<file path="src/pkg/dac_regs_pkg.sv">
// Purpose: shared constants and types of the output converter register bank
// Assumes: 32-bit AHB-Lite words, register index times four gives the byte address
// Notes: widths fixed, indices are word indices
package dac_regs_pkg;
    typedef logic [15:0] word_t;
    typedef enum logic [1:0] {
        B_IDLE = 2'b00,
        B_RD1 = 2'b01,
        B_RD2 = 2'b11,
        B_WR = 2'b10
    } bus_e;
    localparam logic [7:0] IDX_DATA = 8'h01;
    localparam logic [7:0] IDX_STAT = 8'h02;
    localparam logic [7:0] IDX_ZERO = 8'h09;
    localparam logic [7:0] IDX_CTRL = 8'h55;
    localparam logic [7:0] IDX_RST = 8'h56;
    localparam logic [7:0] IDX_CFG = 8'h57;
    localparam logic [7:0] IDX_IRQS = 8'h60;
    localparam logic [7:0] IDX_IRQM = 8'h61;
    localparam logic [7:0] IDX_NONE = 8'hFF;
    localparam word_t DATA_RST = 16'h0000;
    localparam word_t ZERO_RST = 16'h0000;
    localparam word_t CTRL_RST = 16'h0000;
    localparam word_t CFG_RST = 16'h0000;
    localparam word_t CTRL_WMASK = 16'h000F;
    localparam word_t CFG_WMASK = 16'h07FF;
    localparam word_t CODE_ZERO = 16'h0000;
    localparam word_t CODE_MID = 16'h8000;
    localparam int CTRL_CLR_BIT = 3;
    localparam int CFG_PD_BIT = 7;
    localparam int CFG_DUAL_BIT = 8;
    localparam int CFG_SPAN_LSB = 9;
    localparam int RST_BIT = 0;
    localparam int N_ALARM = 4;
    localparam int AL_TEMP = 0;
    localparam int AL_LOAD = 1;
    localparam int AL_WDOG = 2;
    localparam int AL_CRC = 3;
    localparam logic [2:0] SRST_CYCLES = 3'h4;
    localparam logic [4:0] MON_CYCLES = 5'h10;
    // clear code from range and clear level
    function automatic word_t clear_code(input logic [2:0] rng, input logic lvl);
        word_t c;
        c = CODE_ZERO;
        if (!rng[2] && (rng[1] ^ lvl)) begin
            c = CODE_MID;
        end
        return c;
    endfunction
endpackage

</file>
<file path="src/pkg/alarm_if.sv">
// Purpose: carrier between the bank and one alarm latch
// Assumes: single clock domain
// Notes: tick marks a monitoring cycle
`timescale 1ns/1ns
interface alarm_if;
    logic cause;
    logic tick;
    logic srst;
    logic flag;
    modport latch (input cause, input tick, input srst, output flag);
    modport owner (output cause, output tick, output srst, input flag);
endinterface

</file>
<file path="src/dac_reg_bank.sv">
// Purpose: register bank of a voltage and current output converter on AHB-Lite
// Assumes: fault inputs are levels synchronous to hclk
// Notes: reads take one wait state, writes none
`timescale 1ns/1ns
module dac_reg_bank (
    input wire logic hclk,
    input wire logic hresetn,
    input wire logic hsel,
    input wire logic [31:0] haddr,
    input wire logic [1:0] htrans,
    input wire logic hwrite,
    input wire logic [2:0] hsize,
    input wire logic [31:0] hwdata,
    input wire logic hready,
    output logic hreadyout,
    output logic hresp,
    output logic [31:0] hrdata,
    input wire logic clear_level_pin,
    input wire logic frame_crc_bad,
    input wire logic watchdog_timeout,
    input wire logic load_fault,
    input wire logic over_temp,
    input wire logic slew_busy,
    output logic irq,
    output dac_regs_pkg::word_t dac_code,
    output dac_regs_pkg::word_t zero_trim_value,
    output logic [2:0] range_sel,
    output logic [1:0] current_span_select,
    output logic both_outputs_enable,
    output logic sense_pulldown_enable,
    output logic voltage_output_en,
    output logic current_output_en,
    output logic slewing_active
);
    import dac_regs_pkg::*;

    ////////////////////////////////////////////////////////////////////////
    // bus slave
    bus_e bst_r, bst_nxt;
    logic [7:0] idx_r, idx_nxt;
    logic [31:0] hrdata_r, hrdata_nxt;
    logic take;
    logic wr;
    word_t wdata;
    word_t rd_word;
    assign take = hsel && hready && htrans[1];
    always_comb begin
        bst_nxt = bst_r;
        idx_nxt = idx_r;
        unique case (bst_r)
            B_RD1: begin
                bst_nxt = B_RD2;
            end
            B_IDLE, B_WR, B_RD2: begin
                bst_nxt = B_IDLE;
                if (take) begin
                    bst_nxt = hwrite ? B_WR : B_RD1;
                    idx_nxt = (haddr[31:10] == 22'h0) ? haddr[9:2] : IDX_NONE;
                end
            end
        endcase
    end
    always_ff @(posedge hclk or negedge hresetn) begin
        if (!hresetn) begin
            bst_r <= B_IDLE;
            idx_r <= IDX_NONE;
        end else begin
            bst_r <= bst_nxt;
            idx_r <= idx_nxt;
        end
    end
    assign wr = (bst_r == B_WR);
    assign wdata = hwdata[15:0];
    assign hreadyout = (bst_r != B_RD1);
    assign hresp = 1'b0;

    ////////////////////////////////////////////////////////////////////////
    // soft reset sequence
    logic [2:0] srst_cnt_r, srst_cnt_nxt;
    logic srst_act;
    logic srst_req;
    assign srst_act = (srst_cnt_r != 3'h0);
    assign srst_req = wr && (idx_r == IDX_RST) && wdata[RST_BIT] && !srst_act;
    always_comb begin
        srst_cnt_nxt = srst_cnt_r;
        if (srst_req) begin
            srst_cnt_nxt = SRST_CYCLES;
        end else if (srst_act) begin
            srst_cnt_nxt = srst_cnt_r - 3'h1;
        end
    end
    always_ff @(posedge hclk or negedge hresetn) begin
        if (!hresetn) begin
            srst_cnt_r <= 3'h0;
        end else begin
            srst_cnt_r <= srst_cnt_nxt;
        end
    end

    ////////////////////////////////////////////////////////////////////////
    // configuration registers
    word_t ctrl_r, ctrl_nxt;
    word_t cfg_r, cfg_nxt;
    word_t data_r, data_nxt;
    word_t zero_r, zero_nxt;
    logic wr_ok;
    assign wr_ok = wr && !srst_act;
    always_comb begin
        ctrl_nxt = ctrl_r;
        cfg_nxt = cfg_r;
        data_nxt = data_r;
        zero_nxt = zero_r;
        if (srst_act) begin
            ctrl_nxt = CTRL_RST;
            cfg_nxt = CFG_RST;
            data_nxt = DATA_RST;
            zero_nxt = ZERO_RST;
        end else if (wr_ok) begin
            unique case (idx_r)
                IDX_CTRL: begin
                    ctrl_nxt = wdata & CTRL_WMASK;
                    if (wdata[2:0] != ctrl_r[2:0]) begin
                        data_nxt = clear_code(wdata[2:0],
                            wdata[CTRL_CLR_BIT] | clear_level_pin);
                    end
                end
                IDX_CFG: begin
                    cfg_nxt = wdata & CFG_WMASK;
                end
                IDX_DATA: begin
                    data_nxt = wdata;
                end
                IDX_ZERO: begin
                    zero_nxt = wdata;
                end
                default: begin
                    ctrl_nxt = ctrl_r;
                end
            endcase
        end
    end
    always_ff @(posedge hclk or negedge hresetn) begin
        if (!hresetn) begin
            ctrl_r <= CTRL_RST;
            cfg_r <= CFG_RST;
            data_r <= DATA_RST;
            zero_r <= ZERO_RST;
        end else begin
            ctrl_r <= ctrl_nxt;
            cfg_r <= cfg_nxt;
            data_r <= data_nxt;
            zero_r <= zero_nxt;
        end
    end

    ////////////////////////////////////////////////////////////////////////
    // output steering
    assign range_sel = ctrl_r[2:0];
    assign both_outputs_enable = cfg_r[CFG_DUAL_BIT];
    assign sense_pulldown_enable = cfg_r[CFG_PD_BIT];
    assign current_span_select = both_outputs_enable ?
        cfg_r[CFG_SPAN_LSB+1:CFG_SPAN_LSB] : ctrl_r[1:0];
    assign voltage_output_en = both_outputs_enable || !ctrl_r[2];
    assign current_output_en = both_outputs_enable || ctrl_r[2];
    assign dac_code = data_r;
    assign zero_trim_value = zero_r;

    ////////////////////////////////////////////////////////////////////////
    // monitoring and alarms
    logic [4:0] mon_cnt_r, mon_cnt_nxt;
    logic mon_tick;
    logic slew_r;
    logic [N_ALARM-1:0] cause_w;
    logic [N_ALARM-1:0] flag_w;
    assign mon_tick = (mon_cnt_r == 5'h0);
    always_comb begin
        mon_cnt_nxt = mon_tick ? MON_CYCLES - 5'h1 : mon_cnt_r - 5'h1;
    end
    always_ff @(posedge hclk or negedge hresetn) begin
        if (!hresetn) begin
            mon_cnt_r <= 5'h0;
            slew_r <= 1'b0;
        end else begin
            mon_cnt_r <= mon_cnt_nxt;
            slew_r <= slew_busy;
        end
    end
    assign slewing_active = slew_r;
    assign cause_w[AL_TEMP] = over_temp;
    assign cause_w[AL_LOAD] = load_fault;
    assign cause_w[AL_WDOG] = watchdog_timeout;
    assign cause_w[AL_CRC] = frame_crc_bad;
    for (genvar i = 0; i < N_ALARM; i++) begin : g_al
        alarm_if aif();
        assign aif.cause = cause_w[i];
        assign aif.tick = mon_tick;
        assign aif.srst = srst_act;
        assign flag_w[i] = aif.flag;
        alarm_latch u_al (
            .clk(hclk),
            .rst_n(hresetn),
            .al(aif)
        );
    end
    word_t status_w;
    assign status_w = {11'h000, flag_w[AL_CRC], flag_w[AL_WDOG],
        flag_w[AL_LOAD], slew_r, flag_w[AL_TEMP]};

    ////////////////////////////////////////////////////////////////////////
    // interrupt status and mask
    logic [N_ALARM-1:0] flag_d_r;
    logic [N_ALARM-1:0] ist_r, ist_nxt;
    logic [N_ALARM-1:0] imask_r, imask_nxt;
    logic [N_ALARM-1:0] rise_w;
    assign rise_w = flag_w & ~flag_d_r;
    always_comb begin
        ist_nxt = ist_r;
        imask_nxt = imask_r;
        if (srst_act) begin
            ist_nxt = '0;
            imask_nxt = '0;
        end else begin
            if (wr_ok && idx_r == IDX_IRQS) begin
                ist_nxt = ist_r & ~wdata[N_ALARM-1:0];
            end
            if (wr_ok && idx_r == IDX_IRQM) begin
                imask_nxt = wdata[N_ALARM-1:0];
            end
            ist_nxt = ist_nxt | rise_w;
        end
    end
    always_ff @(posedge hclk or negedge hresetn) begin
        if (!hresetn) begin
            flag_d_r <= '0;
            ist_r <= '0;
            imask_r <= '0;
        end else begin
            flag_d_r <= flag_w;
            ist_r <= ist_nxt;
            imask_r <= imask_nxt;
        end
    end
    assign irq = |(ist_r & imask_r);

    ////////////////////////////////////////////////////////////////////////
    // read data
    always_comb begin
        rd_word = 16'h0000;
        unique case (idx_r)
            IDX_CTRL: rd_word = ctrl_r;
            IDX_CFG: rd_word = cfg_r;
            IDX_DATA: rd_word = data_r;
            IDX_ZERO: rd_word = zero_r;
            IDX_STAT: rd_word = status_w;
            IDX_RST: rd_word = {15'h0000, srst_act};
            IDX_IRQS: rd_word = {12'h000, ist_r};
            IDX_IRQM: rd_word = {12'h000, imask_r};
            default: rd_word = 16'h0000;
        endcase
        hrdata_nxt = hrdata_r;
        if (bst_r == B_RD1) begin
            hrdata_nxt = {16'h0000, rd_word};
        end
    end
    always_ff @(posedge hclk or negedge hresetn) begin
        if (!hresetn) begin
            hrdata_r <= 32'h0000_0000;
        end else begin
            hrdata_r <= hrdata_nxt;
        end
    end
    assign hrdata = hrdata_r;
endmodule

</file>
<file path="src/alarm_latch.sv">
// Purpose: one alarm flag updated once per monitoring cycle
// Assumes: cause is a level that stays high while the fault exists
// Notes: soft reset clears the flag, a lasting fault sets it again
`timescale 1ns/1ns
module alarm_latch (
    input wire logic clk,
    input wire logic rst_n,
    alarm_if.latch al
);
    logic flag_r, flag_nxt;
    always_comb begin
        flag_nxt = flag_r;
        if (al.srst) begin
            flag_nxt = 1'b0;
        end else if (al.tick) begin
            flag_nxt = al.cause;
        end
    end
    always_ff @(posedge clk or negedge rst_n) begin
        if (!rst_n) begin
            flag_r <= 1'b0;
        end else begin
            flag_r <= flag_nxt;
        end
    end
    assign al.flag = flag_r;
endmodule

</file>
<file path="config.mk">
export PLATFORM = sky130hd
export DESIGN_NAME = dac_reg_bank
export DESIGN_NICKNAME = d
export VERILOG_FILES = /design/src/pkg/dac_regs_pkg.sv /design/src/pkg/alarm_if.sv /design/src/dac_reg_bank.sv /design/src/alarm_latch.sv
export SDC_FILE = /design/constraint.sdc
export NUM_CORES = 1
export LEC_CHECK = 0
export BUFFER_PORTS_ARGS = -buffer_cell sky130_fd_sc_hd__buf_2
export CORE_ASPECT_RATIO = 1.75
export CORE_UTILIZATION = 55
export CTS_CLUSTER_DIAMETER = 200
export CTS_CLUSTER_SIZE = 8
export DETAILED_ROUTE_END_ITERATION = 16
export PLACE_DENSITY = 0.89
export SKIP_LAST_GASP = 1
export SLEW_MARGIN = 10
export SYNTH_ARGS = -nofsm -noshare
export SYNTH_HDL_FRONTEND = slang
export SYNTH_SLANG_ARGS = --single-unit
</file>
<file path="constraint.sdc">
create_clock -name hclk -period 3.3 [get_ports hclk]
set_clock_uncertainty 0.05 [all_clocks]
set_input_delay 0.33 -clock hclk [delete_from_list [all_inputs] [get_ports hclk]]
set_output_delay 0.33 -clock hclk [all_outputs]
set_load 0.01 [all_outputs]
</file>
# --- Yosys cells after proc, flatten, opt, wreduce, memory -nomap -nowiden ---
# Cells that the tools add are included.
totals:
  output_inout_bits: 77
  inputBits: 80
  reg_bits: 115
classes:
  reduce_logical: 33
  bitwise: 8
  eq_ne: 14
  n_mux: 36
  n_addsub: 2
ops:
  columns: ["cell", "count"]
  rows:
  - ["$mux W16", 13]
  - ["$pmux W16 S8", 1]
  - ["$eq A8 B7 Y1 const B", 5]
  - ["$pmux W16 S2", 1]
  - ["$logic_not A22 Y1", 1]
  - ["$mux W4", 5]
  - ["$reduce_bool A2 Y1", 7]
  - ["$and A4 B4 Y4", 3]
  - ["$logic_and A1 B1 Y1", 9]
  - ["$eq A8 B1 Y1 const B", 1]
  - ["$eq A8 B2 Y1 const B", 1]
  - ["$eq A8 B4 Y1 const B", 1]
  - ["$mux W1", 8]
  - ["$mux W8", 1]
  - ["$not A4 Y4", 2]
  - ["$reduce_and A2 Y1", 4]
  - ["$mux W2", 3]
  - ["$mux W3", 2]
  - ["$reduce_bool A3 Y1", 2]
  - ["$logic_not A5 Y1", 1]
  - ["$mux W5", 1]
  - ["$sub A5 B1 Y5 const B", 1]
  - ["$eq A2 B2 Y1 const B", 2]
  - ["$or A4 B4 Y4", 1]
  - ["other kinds (14)", 17]

# --- Logic depth before layout (Yosys ltp) ---
depth:
  depth_word: 8
  ltp_mapped: 8

# --- Modules after synthesis ---
# Synthesis repeated with hierarchy kept, for this count alone.
hier_totals:
  hier_cells: 424
  area_unflattened_um2: 4550.6
modules_own_cells:
  columns: ["mod", "seq_area_each_um2", "cells_each", "area_per_inst_um2", "instances"]
  rows:
  - ["dac_reg_bank", 2362.3, 412, 4395.5, 1]
  - ["alarm_latch", 25.0, 3, 38.8, 4]

# --- Worst setup path after synthesis ---
# No wires, ideal clock.
synth_timing:
  kind: "reg2reg"
  from: "reg idx_r[0]"
  to: "reg data_r[10] (netlist: dac_code[10])"
  path_stages_with_launch: 8
  path_slack_ps: 1261
  synth_period_minus_slack_ps: 2039
  n_path_buf: 3
  arrival_ps: 1867
  cell_sequence: "dfstp_2 buf_2 nor2b_1 clkbuf_1 nand4_1 o21ai_1 buf_4 o21ai_1"
synth_via:
  elab_chain_len: 4
  word_cells_on_any_way: 8
synth_lines:
  columns: ["item", "line", "source"]
  rows:
  - ["start, declared", "dac_reg_bank.sv:40", "logic [7:0] idx_r, idx_nxt;"]
  - ["start signal, assigned", "dac_reg_bank.sv:69", "idx_r <= idx_nxt;"]
  - ["$eq A8 B1 Y1 / $eq A8 B7 Y1 (equally long branches)", "dac_reg_bank.sv:119", "unique case (idx_r)"]
  - ["$pmux W16 S2", "dac_reg_bank.sv:119", null]
  - ["$mux W16", "dac_reg_bank.sv:118", "end else if (wr_ok) begin"]
  - ["$mux W16", "dac_reg_bank.sv:113", "if (srst_act) begin"]
  - ["end signal, assigned", "dac_reg_bank.sv:151", "data_r <= data_nxt;"]
  - ["end, declared", "dac_reg_bank.sv:104", "word_t data_r, data_nxt;"]
# Parallel ways exist; a longest one is shown, timed or not. The select of a mux whose other input is x is not followed.
# A chain may end at the register's enable or synchronous reset.

# --- Worst setup path after layout ---
layout_timing:
  from: "reg idx_r[3]"
  to: "reg data_r[5] (netlist: dac_code[5])"
# The elaborated chain is that of the path after synthesis.

==> impl.org <==
** Run status
- The run finished with clean final reports.

** Finish
- Commonest non-fill, non-tap cell in the layout :: buf_2
- The layout has 652 filler cells.
- At the end of the flow, the number of nets in the layout was 646.
- The area growth from synthesis to layout is 19.5%.
- # diodes :: 0
- The top cell types in the final layout, fill and taps aside, are buf_2, dfrtp_1, nand2_1.
- In the final layout, the share of cells above drive strength 1 is 0.287.
- Final std cell area, no fill :: 5720 µm²

** STA
- For the finished layout, the period the worst path requires is 2490 ps.
- TNS Setup :: 0 ps
- Normalized max-slew margin :: 0.452
- Worst-margin pin slew :: 820 ps
- Final period utilization :: 0.754
- The count of endpoints failing hold in the final timing report is 0.
- Setup violations remaining at the end of the flow were counted as 0.
- Max Clock Freq :: 402 MHz
- The count of final max-slew check failures was 0.
- Setup repair after global routing missed its margin :: no

** Floorplan
- For this design the top-level I/O count stands at 157.
- For this configuration, the core starts out at a cell density of 0.572.
- Total Die Area :: 9090 µm²
- Die Ht :: 125 µm
- Cell row count :: 44
- The core region is 8370 µm².
- Die X :: 72.5 µm

** Detailed routing
- First DRT Iteration DRCs :: 312
- Detailed-route via count :: 4038
- DRT Wirelength :: 12.6 mm
- In the final routed layout, each cell accounts on average for 18.4 µm.
- Using the TritonRoute via totals, the vias-per-cell ratio works out to 5.91.
- In this run the remaining antenna-violating nets after routing total 0.
- DRC violations left :: 0
- The first detailed-routing pass took 6 iterations.

** Worst setup path
- CP Data Required Time :: 3480 ps
- Capture point of the worst reg-to-reg path :: dac_code[5]$_DFFE_PN0P_
- Kind of critical path :: reg -> reg
- STA classifies the critical path endpoint as a flop.
- For the worst setup path, the data arrival time is 2670 ps.
- For flop-to-flop paths, the worst setup slack is 810 ps.
- Critical Path Source Type :: flop
- The most critical setup path has its startpoint at idx_r[3]$_DFFE_PN1P_.
- Count of cells along the worst register-to-register path :: 5
- In this run the worst path has a maximum fanout of 19.
- The worst register-to-register path begins at idx_r[3]$_DFFE_PN1P_.

** Yosys
- Syn. warnings :: 0
- Count of flip-flops with a built-in enable after synthesis :: 0
- Unique cell type count in the Yosys netlist :: 56
- Prevailing post-synth register cell :: dfrtp_1
- Synthesized instance count :: 455
- Synthesis inferred 98 register bits.
- For this run, the register share of the synthesized area comes to 0.515.
- Post-synthesis average cell area :: 10.5 µm²
- Netlist area before placement :: 4780 µm²
- Async set-or-reset flop fraction in the synthesized netlist :: 1.00

** Placement
- DP Area :: 5380 µm²
- Gp weighted congestion :: 0.940
- Port Buffers :: 117
- The HPWL after detailed placement is 9.05 mm.

** GRT
- All-layer global routing usage :: 0.297
- The first global-routing pass estimated 20.4 mm of wire.
- Remaining global-route overflow :: 0
- The via count of the first global-routing pass was 4097.
- Pin count of the biggest net entering global routing :: 38
- The initial antenna violation count is 0.

** CTS
- Reg clk slew, reported paths :: 70 ps
- CTS Hold Buffers Added :: 1
- Maximum level of the CTS H-tree :: 3
- Number of sinks on the clock net :: 98
- In this run the clock root is driven by a clkbuf_16.
- Number of buffers added by the clock tree synthesis step :: 9
- Insertion delay to the later sink of the worst-skew pair :: 350 ps
- Counting along the longest clock path gives a buffer depth of 2.
- Post-CTS timing repair inserted 0 buffers for setup.
- Post-CTS sizing :: 0
- TritonCTS built the clock tree.

** Worst hold path
- Hold worst-path end :: slewing_active$_DFF_PN0_
- In this run the most critical hold path is launched from slew_busy.
- In this run the worst hold path is classified as in -> reg.
- Counting instances, the worst hold path has a depth of 1.

** Power and ir drop
- For this design the ratio of total power to cell area is 506 nW/µm².
- Across the VDD grid, the largest voltage drop is 0.329 mV.
- Summed over all cells, the static leakage comes to 2.82 nW.

** Run
- # Max-Cap Violations :: 0
==> flip-flops by register name, indices dropped and copies added (netlist names) <==
name / flops
cfg_r: 11
zero_trim_value: 16
dac_code: 16
ist_r: 4
g_al.u_al.al.flag: 4
hrdata: 16
slewing_active: 1
bst_r: 2
ctrl_r: 4
srst_cnt_r: 3
idx_r: 8
flag_d_r: 4
imask_r: 4
mon_cnt_r: 5
==> logic make-up after synthesis <==
kind of cell | share of synthesized area
simple gates | 0.161
flops | 0.515
buf+inv | 0.0683
fa+ha+maj | 0.00785
mux | 0.0800
compound gates | 0.156
xor+xnor | 0.0110
other cells | 0.000784
==> worst max-delay path by stage <==
stage	endpoint	cells past startpoint
6_report	dac_code[5]$_DFFE_PN0P_	5
3_5_place_dp	dac_code[10]$_DFFE_PN0P_	5
4_1_cts	dac_code[5]$_DFFE_PN0P_	5
2_1_floorplan	dac_code[10]$_DFFE_PN0P_	7
5_1_grt	dac_code[6]$_DFFE_PN0P_	5
3_3_place_gp	dac_code[14]$_DFFE_PN0P_	5
==> cells in the mapped netlist, drive strengths merged, types with 6 or more instances <==
cell | number | area (µm²)
clkbuf | 17 | 63.8
a22o | 16 | 140
buf | 31 | 218
dfrtp | 90 | 2250
o31ai | 6 | 45.0
mux2i | 27 | 270
o21ai | 30 | 150
nor3 | 8 | 40.0
nand3 | 6 | 30.0
nand2 | 52 | 195
mux2 | 10 | 113
dfstp | 8 | 210
nor2 | 26 | 97.6
o22a | 8 | 70.1
nor4 | 9 | 62.6
inv | 12 | 45.0
nand2b | 7 | 43.8
nand4 | 6 | 37.5
a21oi | 6 | 30.0
nor2b | 6 | 37.5
a22oi | 10 | 75.1
==> final cells by class <==
class | instances | area (µm²) | area share
tap | 115 | 144 | 0.0252
inverter | 12 | 45.0 | 0.00788
clock buffer | 9 | 225 | 0.0394
multi-input combinational | 313 | 2060 | 0.360
clock inverter | 7 | 100 | 0.0175
timing repair buffer | 129 | 681 | 0.119
sequential | 98 | 2460 | 0.431
==> worst max-delay path, stage by stage, from the launching register on <==
cell and delay, ps:
dfstp_2 520, and4bb_1 520, nand4_1 370, o21ai_1 530, buf_4 280, o21ai_1 90
==> layer usage <==
metal  GRT usage  up-vias  routed length (µm)
met1       0.338     1969                4690
li1            -     1828                   -
met5           0        -                   0
met3      0.0492       43                 746
met4       0.167        0                 539
met2       0.515      198                6620
==> report_power, final <==
| group | internal (W) | switching (W) |
|---|---|---|
| registers | 0.00126 | 0.0000545 |
| logic | 0.000144 | 0.000306 |
| clock network | 0.000670 | 0.000463 |
==> metrics by stage <==
stage	worst slack, ps	std cells	hold slack, ps	total power (W)	util
6_report	811	683	33.6	0.00290	0.683
3_5_place_dp	928	666	257	0.00177	0.643
3_3_place_gp	980	666	256	0.00175	0.643
2_1_floorplan	1260	471	-15.6	0.00159	-
5_1_grt	664	683	25.1	0.00298	0.683
4_1_cts	863	683	29.5	0.00289	0.683
No activity file was read; power rests on OpenSTA's default activity.
